===== config.mk =====
export PLATFORM = sky130hd
export DESIGN_NAME = apf_top
export DESIGN_NICKNAME = d
export VERILOG_FILES = /design/src/apf_pkg.sv /design/src/apf_ch_if.sv /design/src/apf_top.sv /design/src/apf_ol_counter.sv /design/src/apf_wb_slave.sv
export VERILOG_INCLUDE_DIRS = /design/src
export SDC_FILE = /design/constraint.sdc
export NUM_CORES = 1
export LEC_CHECK = 0
export BUFFER_PORTS_ARGS = -buffer_cell sky130_fd_sc_hd__buf_2
export CAP_MARGIN = 0
export CORE_MARGIN = 4
export CORE_UTILIZATION = 55
export DETAILED_ROUTE_END_ITERATION = 8
export GPL_TIMING_DRIVEN = 0
export PLACE_DENSITY = 0.92
export RECOVER_POWER = 50
export SETUP_SLACK_MARGIN = 0.1
export SLEW_MARGIN = 15
export SYNTH_ARGS = -nofsm -noshare
export SYNTH_HDL_FRONTEND = slang
export SYNTH_SLANG_ARGS = --single-unit

===== constraint.sdc =====
create_clock -name core_clk -period 3.6 [get_ports core_clk]
set_input_delay 0.54 -clock core_clk [delete_from_list [all_inputs] [get_ports core_clk]]
set_output_delay 0.54 -clock core_clk [all_outputs]
set_load 0.005 [all_outputs]

===== src/apf_regs.svh =====
// constants for the amplifier protection and fault logic
`ifndef APF_REGS_SVH
`define APF_REGS_SVH
`define APF_CLK_MHZ        250
`define APF_CLIP_MIN_NS    500
`define APF_CLIP_MIN_CYC   ((`APF_CLIP_MIN_NS * `APF_CLIP_MIN_MHZ_DIV + 999) / 1000)
`define APF_CLIP_MIN_MHZ_DIV `APF_CLK_MHZ
`define APF_INJ_PERIOD     4
`define APF_OL_MAX         15
`define APF_OL_W           4
`define APF_SEL_CB_LO      3'h0
`define APF_SEL_CB_HI      3'h3
`define APF_SEL_LT_LO      3'h4
`define APF_SEL_LT_HI      3'h7
`define APF_THR_17A0       2'h0
`define APF_THR_15A7       2'h1
`define APF_THR_14A2       2'h2
`define APF_THR_12A9       2'h3
`define APF_THR_MIN        `APF_THR_12A9
`define APF_WB_ADDR_CFG    8'h00
`define APF_WB_ADDR_STAT   8'h04
`define APF_WB_ADDR_LATCH  8'h08
`endif


===== src/apf_pkg.sv =====
// types shared by the amplifier protection and fault logic
package apf_pkg;
  typedef enum logic [1:0] {
    APF_MODE_BRIDGED,
    APF_MODE_PARALLEL,
    APF_MODE_SINGLE
  } apf_mode_t;
  typedef enum logic {
    APF_OC_CYCLE,
    APF_OC_LATCHED
  } apf_ocmode_t;
endpackage


===== src/apf_ch_if.sv =====
// per bridged channel event/status bundle between top and the channel counter
`timescale 1ns/100ps
interface apf_ch_if;
  logic       frame_tick;
  logic       oc_event;
  logic       dc_event;
  logic       count_en;
  logic       ol_trip;
  modport top (output frame_tick, output oc_event, output dc_event, output count_en, input ol_trip);
  modport cnt (input frame_tick, input oc_event, input dc_event, input count_en, output ol_trip);
endinterface


===== src/apf_top.sv =====
// protection and fault reporting for a four half-bridge power stage
`timescale 1ns/100ps
`include "apf_regs.svh"
// How it works
// - two active-low open-drain status outputs
// - alert low whenever a fault shuts down
// - warn low while above warning temperature
// - pin encoding: both high means normal
// - reset low forces alert high
// - fault tristates affected outputs, alert low
// - non-latched faults clear by themselves
// - mode table decides which halves stop
// - bootstrap undervoltage stops own half only
// - select code gives mode and threshold
// - invalid select gives minimum threshold
// - cycle limit flips half until frame
// - overload counter trips at maximum
// - latched mode stops on first event
// - overload shutdown holds until reset
// - pulse injection every fourth frame
// - clipping shown on warn, self clearing
// - clip pulse at least 500 ns
// - dc imbalance drives overload counter in cycle limit mode
// - dc protection off in single-ended
// - activity detector watches every output
// - thermal shutdown latches until reset
// - global faults: thermal latches until reset, undervoltage clears by itself
module apf_top
  import apf_pkg::*;
#(
  parameter int OL_W   = `APF_OL_W,
  parameter int OL_MAX = `APF_OL_MAX
) (
  // clock and reset
  input  wire logic        core_clk,
  input  wire logic        rst_n,
  // wishbone
  input  wire logic        wb_cyc_i,
  input  wire logic        wb_stb_i,
  input  wire logic        wb_we_i,
  input  wire logic [7:0]  wb_adr_i,
  input  wire logic [31:0] wb_dat_i,
  input  wire logic [3:0]  wb_sel_i,
  output logic      [31:0] wb_dat_o,
  output logic             wb_ack_o,
  // pins from the analog sensors (asynchronous)
  input  wire logic        frame_start,
  input  wire logic [3:0]  oc_detect,
  input  wire logic [1:0]  dc_imbalance,
  input  wire logic [3:0]  boot_low,
  input  wire logic [3:0]  pwm_activity,
  input  wire logic        temp_warn,
  input  wire logic        temp_shutdown,
  input  wire logic        supply_low_protect,
  input  wire logic [1:0]  clip_detect,
  // power stage control
  output logic      [3:0]  half_bridge_hiz,
  output logic      [3:0]  half_bridge_flip,
  output logic      [3:0]  high_side_off,
  output logic             inject_pulse,
  output logic      [1:0]  current_threshold,
  output logic      [3:0]  activity_seen,
  // open-drain status pins, oe low drives low
  output logic             shutdown_alert_n_o,
  output logic             shutdown_alert_n_oe,
  output logic             clip_thermal_warn_n_o,
  output logic             clip_thermal_warn_n_oe
);
  import apf_pkg::*;

  localparam int SYNC_W = 1 + 4 + 2 + 4 + 4 + 1 + 1 + 1 + 2;
  localparam int CLIP_CYC_RAW = (`APF_CLIP_MIN_NS * `APF_CLK_MHZ + 999) / 1000;
  localparam logic [7:0] CLIP_CYC = 8'(CLIP_CYC_RAW < 1 ? 1 : CLIP_CYC_RAW);

  typedef struct packed {
    logic [SYNC_W-1:0] s1;
    logic [SYNC_W-1:0] s2;
    logic              frame_prev;
    logic [3:0]        flip;
    logic [3:0]        oc_lat;
    logic [3:0]        ol_lat;
    logic              therm_lat;
    logic [1:0]        inj_cnt;
    logic              inject;
    logic [7:0]        clip_cnt;
    logic [3:0]        act;
    logic [3:0]        act_prev;
    logic [3:0]        hiz;
    logic              alert;
  } apf_st_t;
  apf_st_t s_q;
  apf_st_t s_d;

  logic [1:0]  cfg_mode;
  logic [2:0]  cfg_sel;
  logic [15:0] stat;
  apf_mode_t   mode;
  apf_ocmode_t ocmode;
  logic [1:0]  ol_trip;
  logic [2:0]  oc_dec;

  // synchronised views of the asynchronous pins
  logic        fr_s;
  logic [3:0]  oc_s;
  logic [1:0]  dc_s;
  logic [3:0]  bt_s;
  logic [3:0]  pa_s;
  logic        tw_s;
  logic        ts_s;
  logic        uv_s;
  logic [1:0]  cl_s;
  assign {fr_s, oc_s, dc_s, bt_s, pa_s, tw_s, ts_s, uv_s, cl_s} = s_q.s2;

  // select code to mode and threshold; invalid codes fall to minimum
  function automatic logic [2:0] apf_decode(input logic [2:0] sel);
    logic [2:0] r;
    r = {1'b0, `APF_THR_MIN};
    if (sel >= `APF_SEL_CB_LO && sel <= `APF_SEL_CB_HI) begin
      r = {1'b0, sel[1:0]};
    end else if (sel >= `APF_SEL_LT_LO && sel <= `APF_SEL_LT_HI) begin
      r = {1'b1, sel[1:0]};
    end
    return r;
  endfunction

  // unknown mode code behaves as bridged
  always_comb begin
    case (cfg_mode)
      2'h1:    mode = APF_MODE_PARALLEL;
      2'h2:    mode = APF_MODE_SINGLE;
      default: mode = APF_MODE_BRIDGED;
    endcase
  end
  // decode once; a select on a call result is not portable
  assign oc_dec            = apf_decode(cfg_sel);
  assign ocmode            = oc_dec[2] ? APF_OC_LATCHED : APF_OC_CYCLE;
  assign current_threshold = oc_dec[1:0];

  wire frame_tick = fr_s && !s_q.frame_prev;
  wire cyc_mode   = (ocmode == APF_OC_CYCLE);

  // per bridge counters, each fed by its two halves
  genvar g;
  generate
    for (g = 0; g < 2; g++) begin : gen_ch
      apf_ch_if chi ();
      assign chi.frame_tick = frame_tick;
      assign chi.oc_event   = |oc_s[2*g +: 2];
      assign chi.dc_event   = dc_s[g] && (mode != APF_MODE_SINGLE);
      assign chi.count_en   = cyc_mode;
      assign ol_trip[g]     = chi.ol_trip;
      apf_ol_counter #(.W(OL_W), .MAX(OL_MAX)) u_cnt (
        .core_clk (core_clk),
        .rst_n    (rst_n),
        .clr      (1'b0),
        .ch       (chi.cnt)
      );
    end
  endgenerate

  // mode table: a fault group to the halves it stops
  function automatic logic [3:0] apf_spread(input logic [3:0] f, input apf_mode_t m);
    logic [3:0] r;
    r = '0;
    if (m == APF_MODE_PARALLEL) begin
      r = {4{|f}};
    end else begin
      r = {{2{|f[3:2]}}, {2{|f[1:0]}}};
    end
    return r;
  endfunction

  // protection state update
  always_comb begin
    logic [3:0] ch_fault;
    logic       glob;
    s_d = s_q;
    ch_fault = '0;
    glob = 1'b0;
    s_d.s1 = {frame_start, oc_detect, dc_imbalance, boot_low, pwm_activity,
              temp_warn, temp_shutdown, supply_low_protect, clip_detect};
    s_d.s2 = s_q.s1;
    s_d.frame_prev = fr_s;

    // flip held until the next frame, per half
    if (frame_tick) begin
      s_d.flip = '0;
    end
    if (cyc_mode) begin
      s_d.flip = s_d.flip | oc_s;
    end else begin
      s_d.oc_lat = s_q.oc_lat | oc_s;
    end
    s_d.ol_lat = s_q.ol_lat | {{2{ol_trip[1]}}, {2{ol_trip[0]}}};
    s_d.therm_lat = s_q.therm_lat | ts_s;

    ch_fault = s_d.oc_lat | s_d.ol_lat;
    glob = s_d.therm_lat || uv_s;
    s_d.hiz = glob ? 4'hf : apf_spread(ch_fault, mode);
    s_d.alert = glob || (|ch_fault);

    // narrow pulse every fourth frame while saturated
    s_d.inject = 1'b0;
    if (frame_tick) begin
      if ((|cl_s) || (cyc_mode && (|s_q.flip))) begin
        s_d.inj_cnt = s_q.inj_cnt + 2'h1;
        s_d.inject  = (s_q.inj_cnt == 2'(`APF_INJ_PERIOD - 1));
      end else begin
        s_d.inj_cnt = '0;
      end
    end

    // clip indication stretched to a minimum width, follows longer clipping
    if (|cl_s) begin
      s_d.clip_cnt = CLIP_CYC;
    end else if (s_q.clip_cnt != 8'h00) begin
      s_d.clip_cnt = s_q.clip_cnt - 8'h01;
    end

    // activity: any toggle of a half's output seen since last frame
    s_d.act_prev = pa_s;
    if (frame_tick) begin
      s_d.act = pa_s ^ s_q.act_prev;
    end else begin
      s_d.act = s_q.act | (pa_s ^ s_q.act_prev);
    end
  end

  always_ff @(posedge core_clk or negedge rst_n) begin
    if (!rst_n) begin
      s_q <= '0;
    end else begin
      s_q <= s_d;
    end
  end

  // outputs
  assign half_bridge_hiz  = s_q.hiz;
  assign half_bridge_flip = s_q.flip & ~s_q.hiz;
  assign high_side_off    = bt_s;
  assign inject_pulse     = s_q.inject;
  assign activity_seen    = s_q.act;

  // open-drain: oe low pulls the pin low, pull-up makes high
  assign shutdown_alert_n_o     = 1'b0;
  assign shutdown_alert_n_oe    = !(s_q.alert && rst_n);
  assign clip_thermal_warn_n_o  = 1'b0;
  assign clip_thermal_warn_n_oe = !(tw_s || (s_q.clip_cnt != 8'h00));

  assign stat = {2'h0, s_q.act, s_q.therm_lat, uv_s, tw_s, s_q.alert, s_q.hiz, s_q.ol_lat[2], s_q.ol_lat[0]};

  apf_wb_slave u_wb (
    .core_clk (core_clk),
    .rst_n    (rst_n),
    .wb_cyc_i (wb_cyc_i),
    .wb_stb_i (wb_stb_i),
    .wb_we_i  (wb_we_i),
    .wb_adr_i (wb_adr_i),
    .wb_dat_i (wb_dat_i),
    .wb_sel_i (wb_sel_i),
    .wb_dat_o (wb_dat_o),
    .wb_ack_o (wb_ack_o),
    .cfg_mode (cfg_mode),
    .cfg_sel  (cfg_sel),
    .stat     (stat)
  );
endmodule


===== src/apf_ol_counter.sv =====
// up/down overload counter for one bridged channel
`timescale 1ns/100ps
`include "apf_regs.svh"
module apf_ol_counter #(
  parameter int W   = `APF_OL_W,
  parameter int MAX = `APF_OL_MAX
) (
  // clock and reset
  input wire logic core_clk,
  input wire logic rst_n,
  input wire logic clr,
  // channel events
  apf_ch_if.cnt    ch
);
  typedef struct packed {
    logic [W-1:0] cnt;
    logic         trip;
    logic         hit;
  } apf_olc_st_t;
  apf_olc_st_t s_q;
  apf_olc_st_t s_d;

  // hits pend within a frame, the frame tick settles them
  always_comb begin
    s_d = s_q;
    if (ch.count_en && (ch.oc_event || ch.dc_event)) begin
      s_d.hit = 1'b1;
    end
    if (ch.frame_tick) begin
      s_d.hit = 1'b0;
      if (s_q.hit || (ch.count_en && (ch.oc_event || ch.dc_event))) begin
        if (s_q.cnt != W'(MAX)) begin
          s_d.cnt = s_q.cnt + W'(1);
        end
      end else if (s_q.cnt != '0) begin
        s_d.cnt = s_q.cnt - W'(1);
      end
    end
    if (s_q.cnt == W'(MAX)) begin
      s_d.trip = 1'b1;
    end
    if (clr) begin
      s_d = '0;
    end
  end

  always_ff @(posedge core_clk or negedge rst_n) begin
    if (!rst_n) begin
      s_q <= '0;
    end else begin
      s_q <= s_d;
    end
  end

  assign ch.ol_trip = s_q.trip;
endmodule


===== src/apf_wb_slave.sv =====
// classic wishbone register slave: config in, status out
`timescale 1ns/100ps
`include "apf_regs.svh"
module apf_wb_slave (
  // clock and reset
  input  wire logic        core_clk,
  input  wire logic        rst_n,
  // wishbone
  input  wire logic        wb_cyc_i,
  input  wire logic        wb_stb_i,
  input  wire logic        wb_we_i,
  input  wire logic [7:0]  wb_adr_i,
  input  wire logic [31:0] wb_dat_i,
  input  wire logic [3:0]  wb_sel_i,
  output logic      [31:0] wb_dat_o,
  output logic             wb_ack_o,
  // block side
  output logic      [1:0]  cfg_mode,
  output logic      [2:0]  cfg_sel,
  input  wire logic [15:0] stat
);
  typedef struct packed {
    logic        ack;
    logic [31:0] dat;
    logic [1:0]  mode;
    logic [2:0]  sel;
  } apf_wb_st_t;
  apf_wb_st_t s_q;
  apf_wb_st_t s_d;

  // one-wait answer; ack drops the cycle after it was given
  always_comb begin
    s_d     = s_q;
    s_d.ack = 1'b0;
    if (wb_cyc_i && wb_stb_i && !s_q.ack) begin
      s_d.ack = 1'b1;
      s_d.dat = 32'h0000_0000;
      case (wb_adr_i)
        `APF_WB_ADDR_CFG: begin
          if (wb_we_i && wb_sel_i[0]) begin
            s_d.mode = wb_dat_i[1:0];
            s_d.sel  = wb_dat_i[4:2];
          end
          s_d.dat = {27'h000_0000, s_q.sel, s_q.mode};
        end
        `APF_WB_ADDR_STAT: s_d.dat = {16'h0000, stat};
        default: s_d.dat = 32'h0000_0000; // unmapped reads zero, writes dropped
      endcase
    end
  end

  always_ff @(posedge core_clk or negedge rst_n) begin
    if (!rst_n) begin
      s_q <= '0;
    end else begin
      s_q <= s_d;
    end
  end

  assign wb_ack_o = s_q.ack;
  assign wb_dat_o = s_q.dat;
  assign cfg_mode = s_q.mode;
  assign cfg_sel  = s_q.sel;
endmodule


* After elaboration in Yosys (flattened, before gate mapping)
Index checks and enable logic that the tools add are counted.
Storage, ports and cells: register bits after elaboration 128, bits in latches 0, memory bits (writable) 0, ROM bits 0, input bits 69, output and inout port bits 56, logic and storage cells 128, memories kept 0
Operators by class: $add $sub $neg 6, multipliers 0, div/mod/pow operators 0, $lt $le $gt $ge 4, equality and inequality tests 12, shifts and indexed selects 0, multiplexer cells 29, bitwise logic cells 10, reduce and logical (&&, ||, !) cells 43
Operators by type and width (count):
- 4-bit 2-to-1 mux | 12
- 38-bit 2-to-1 mux | 1
- 14-bit case mux with 2 select lines | 1
- 4-bit OR | 5
- 8-bit 2-to-1 mux | 2
- 1-bit logical AND | 12
- 5-bit 2-to-1 mux | 2
- 2-bit nonzero test | 5
- 2-bit OR reduction | 5
- 3-bit AND reduction | 3
- 4-bit by 1-bit adder with 4-bit output (second input constant) | 2
- 4-bit equality test (second input constant) | 2
- 8-bit by 3-bit equality test with 1-bit output (second input constant) | 1
- 8-bit logical NOT | 1
- 1-bit logical OR | 8
- 4-bit != test (second input constant) | 2
- 4-bit nonzero test | 2
- 8-bit nonzero test | 1
- 4-bit OR reduction | 2
- 4-bit by 1-bit subtractor with 4-bit output (second input constant) | 2
- 8-bit by 1-bit subtractor with 8-bit output (second input constant) | 1
- 1-bit 2-to-1 mux | 7
- 3-bit 2-to-1 mux | 2
- 2-bit != test (second input constant) | 3
- other kinds (15) | 20

* Logic depth before layout (Yosys ltp)
word-level depth 10, depth in mapped cells 9, gate-level depth less buffers 9

* By module
A second synthesis with hierarchy kept.
Unflattened totals: cell total of the unflattened synthesis 374, area, all modules 4474.3 um^2
Modules (own cells, without submodules):
- apf_top | times used 1, cells an instance 197, area an instance 2617.5 um^2, sequential area each 1901.8 um^2
- apf_wb_slave | times used 1, cells an instance 105, area an instance 1078.5 um^2, sequential area each 550.5 um^2
- apf_ol_counter | times used 2, cells an instance 36, area an instance 389.1 um^2, sequential area each 150.1 um^2

* Worst setup path after synthesis
Ideal clock, no wire load.
path kind reg2reg, start point register u_wb.s_q, in the netlist u_wb.cfg_mode[0], end point register gen_ch[1].u_cnt.s_q[4] in the netlist's numbering, library setup time 0.079 ns, data arrival time 1.860 ns, required time 3.521 ns, path slack 1.661 ns, stages on the path, launching flop included 9, path buffers 0, clock period less this slack 1.939 ns, cell sequence dfrtp_1 -> nand2b_4 -> a2111o_1 -> nand2_1 -> xor2_1 -> ha_1 -> nand3_1 -> a211oi_1 -> xor2_1
Between the ends: cells in the longest elaborated chain, start to end 9, elaborated cells on any way between the ends 12, those cells by class eq/ne: 4; mux: 2; reduce/logical: 6
Ends and longest elaborated chain:
- start, declared | line apf_wb_slave.sv:28 | apf_wb_st_t s_q;
- start signal, assigned | line apf_wb_slave.sv:54 | s_q <= '0;
- start signal, assigned | line apf_wb_slave.sv:56 | s_q <= s_d;
- 2-bit equality test or 2-bit by 1-bit equality test with 1-bit output (tied branches) | line apf_top.sv:128 | case (cfg_mode)
- 2-bit case mux with 2 select lines (*) | line apf_top.sv:128
- 2-bit != test (*) | line apf_top.sv:149 | assign chi.dc_event = dc_s[g] && (mode != APF_MODE_SINGLE);
- 1-bit logical AND (*) | line apf_top.sv:149
- 1-bit logical OR (*) | line apf_ol_counter.sv:31 | if (s_q.hit || (ch.count_en && (ch.oc_event || ch.dc_event))) begin
- 1-bit logical AND (*) | line apf_ol_counter.sv:31
- 1-bit logical OR (*) | line apf_ol_counter.sv:31
- 2-bit != test (no line) or 2-bit nonzero test (tied branches)
- 3-bit AND reduction (no line)
- end signal, assigned | line apf_ol_counter.sv:49 | s_q <= '0;
- end signal, assigned | line apf_ol_counter.sv:51 | s_q <= s_d;
- end, declared | line apf_ol_counter.sv:20 | apf_olc_st_t s_q;
Every way passes the cells marked *; elsewhere a longest branch is shown, timed or not. A chain may end at the register's enable or synchronous reset.

* Worst setup path in the final report
start point register s_q[13] in the netlist's numbering, end point output clip_thermal_warn_n_oe
Between the ends: cells in the longest elaborated chain, start to end 3
Ends and longest elaborated chain:
- start, declared | line apf_top.sv:91 | apf_st_t s_q;
- start signal, assigned | line apf_top.sv:231 | s_q <= '0;
- start signal, assigned | line apf_top.sv:233 | s_q <= s_d;
- 8-bit nonzero test | line apf_top.sv:248 | assign clip_thermal_warn_n_oe = !(tw_s || (s_q.clip_cnt != 8'h00));
- 1-bit logical OR | line apf_top.sv:248
- 1-bit logical NOT | line apf_top.sv:248
- end, declared | line apf_top.sv:67 | output logic clip_thermal_warn_n_oe
Every way passes these cells.

==> results.py <==
metrics = {
    "logic_synthesis": {
        "netlist_instances": 338,
        "synth_area_leaders": "dfrtp_1 (64%), buf_4 (5.7%), nand2_1 (3.4%)",
        "synth_top_cell_by_area": "dfrtp_1",
        "async_flop_share": 1.000,
        "synth_enable_flop_cells": 0,
        "yosysSeqAreaShare": 0.6400,
        "synth_top_area_frac": 0.6400,
        "yosysWarnings": 0,
        "synth_top_family_by_area": "simple AND/OR/NAND/NOR gates",
        "muxShareOfSynthArea": 0.03615,
        "synth_xor_area_frac": 0.02281,
        "postSynthAreaPerCell_um2": 12.49,
        "syn_area_mm2": 0.004223,
        "ys_types": 53,
        "ys_ff_latch": 108,
        "synth-simple-area-share": 0.1218,
        "synth_fa_ha_area_frac": 0.01185,
        "synth_compound_area_frac": 0.08859,
        "synthFlopType": "dfrtp_1",
    },
    "critical_path": {
        "arrival_ps": 1870,
        "crit_type": "reg -> out",
        "cp.required_ps": 3060,
        "startpoint_type": "register",
        "crit_fanout": 7,
        "cp-end-kind": "primary output",
    },
    "global_route": {
        "grt_pass1_wl_mm": 12.97,
        "grt_util_met3": 0.02289,
        "grtUsageTotal": 0.1843,
        "grt_busiest_layer": "met2",
        "grt-ovfl-total": 0,
        "grt_pass1_vias": 2872,
        "grt_max_degree": 61,
        "grt_use_met1": 0.2265,
        "gr-usage-met2": 0.3219,
        "antenna_found_initial": 0,
    },
    "timing": {
        "tightest_slew_ps": 1409,
        "max_freq_mhz": 414.3,
        "hold_viol": 0,
        "fin_skew_ps": 12.28,
        "timing.final.crit_period_ps": 2414,
        "period_share": 0.6705,
        "holdWs_ps": 89.78,
        "max_slew_margin": 0.06058,
        "finalSetupViolCount": 0,
        "finalSetupTns_ps": 0,
        "rsz0062_at_grt": "false",
        "drv_slew": 0,
    },
    "placement": {
        "dp.cells": 530,
        "dp_hpwl_mm": 5.713,
        "place.gp.congestion": 0.7313,
        "io_buffer_count": 73,
    },
    "clock_network": {
        "clock_sinks": 108,
        "ctsLongestPathBuffers": 2,
        "holdBufCountCts": 0,
        "cts_max_level": 3,
        "cts-buffers-inserted": 9,
        "cts_setup_buffers": 0,
        "clkLatencyLatePin_ps": 370,
        "clk_pin_slew_ps": 100,
        "root_buffer": "clkbuf_8",
        "cts_tree": "yes",
        "cts_resized": 0,
    },
    "cells_and_area": {
        "insertedDiodeCount": 0,
        "drive_above_1_share": 0.3311,
        "layout_common_cells": "dfrtp_1 (108), buf_2 (73), nand2_1 (38)",
        "area_delta_synth_final_pct": 18.64,
        "nets": 515,
        "final_cells": 546,
        "layout_commonest_cell": "dfrtp_1",
    },
    "drt": {
        "wl_mm": 7.875,
        "drc": 0,
        "viasPerCell": 5.029,
        "wl_per_cell_um": 14.42,
        "drt.antenna.violating_nets": 0,
        "vias": 2746,
        "dr.pass1.iters": 5,
        "drt_iter0_drc": 144,
    },
    "floorplan": {
        "io-pin-count": 125,
        "core_mm2": 0.007370,
        "rows": 31,
        "die_height_um": 95.63,
        "dieArea_mm2": 0.009144,
        "start_util": 0.5730,
        "die_w_um": 95.63,
    },
    "worst_hold_path": {
        "min_path_type": "in -> async",
    },
    "power_and_ir_drop": {
        "ir_drop_uv": 221.9,
        "p_leak_nw": 2.486,
        "p_per_area_mw_per_mm2": 491.4,
    },
    "outcome": {
        "outcome": "completed",
    },
    "flow_run": {
        "maxCapViolations": 0,
    },
}
-- kinds of logic (layout without fill, tap and decap cells) --
| kind of cell | Yosys count | in the layout |
|---|---|---|
| muxes | 14 | 14 |
| other | 1 | 20 |
| DFF | 108 | 108 |
| adders and majority gates | 4 | 4 |
| buffers and inverters | 53 | 143 |
| AOI/OAI and AO/OA | 48 | 48 |
| and+or+nand+nor | 99 | 99 |
| xor gates and xnor gates | 11 | 11 |
-- cell type report --
| type | instances | area [um^2] |
|---|---|---|
| Buffer | 41 | 284.0 |
| Clock buffer | 10 | 127.6 |
| Clock inverter | 6 | 87.58 |
| Fill cell | 555 | 2360 |
| Inverter | 12 | 45.04 |
| Multi-Input combinational cell | 196 | 1262 |
| Sequential cell | 108 | 2703 |
| Tap cell | 99 | 123.9 |
| Timing Repair Buffer | 74 | 376.6 |
-- layer usage --
metal,part of all wire,wire (um)
met5,0,0
met4,0.018,142
met3,0.054,429
met2,0.52,4102
met1,0.41,3200
-- synthesized netlist by cell type (all sizes together) (8+ instances only) --
cell type / n
nand2: 38
inv: 12
dfrtp: 108
o21ai: 18
buf: 34
nor2: 12
a22o: 8
-- where the power goes --
group	switching (W)	internal, W	leakage [nW]
Clock	0.000404	0.000394	0.111
Combinational	0.000134	0.000136	1.11
Sequential	0.0000862	0.00131	1.26
-- flip-flops by register name, indices dropped and copies added, names as in the netlist, 3 cells and up --
name	cells
pa_s	4
s_d	20
activity_seen	4
high_side_off	4
gen_ch.u_cnt.s_q	10
oc_s	4
s_q	32
u_wb.wb_dat_o	14
u_wb.cfg_sel	3
-- worst paths after layout --
| kind | cells past startpoint | from | slack, ps | to |
|---|---|---|---|---|
| setup / recovery | 6 | s_q[13]$_DFFE_PN0P_ | 1190 | clip_thermal_warn_n_oe |
| hold / removal | 1 | rst_n | 90 | s_d[48]$_DFF_PN0_ |
| setup reg to reg | 9 | u_wb.cfg_mode[0]$_DFFE_PN0P_ | 1380 | gen_ch[1].u_cnt.s_q[4]$_DFFE_PN0P_ |
| hold reg to reg | 0 | s_d[39]$_DFF_PN0_ | 350 | cl_s[1]$_DFF_PN0_ |
| max in group asynchronous | 2 | rst_n | 1790 | gen_ch[0].u_cnt.s_q[0]$_DFFE_PN0P_ |
| min in group core_clk | 1 | supply_low_protect | 270 | s_d[40]$_DFF_PN0_ |
-- worst max-delay path, stage by stage, from the launching register on --
cell	delay, ps
dfrtp_1	420
inv_1	80
ha_1	260
and2_1	210
nand3_1	260
nor2_1	150
buf_2	130
-- through the flow --
stage | total power, W | instance area [um^2] | setup WS [ps] | util
6_report | 0.002462 | 5010 | 1186 | 0.6798
3_3_place_gp | 0.001653 | 4783 | 438.1 | 0.6491
5_1_grt | 0.002570 | 5010 | 1077 | 0.6798
3_5_place_dp | 0.001691 | 4817 | 1384 | 0.6537
2_1_floorplan | 0.001575 | 4294 | 1661 | -
4_1_cts | 0.002476 | 5032 | 1194 | 0.6829
Power figures use the tool's default switching activity.
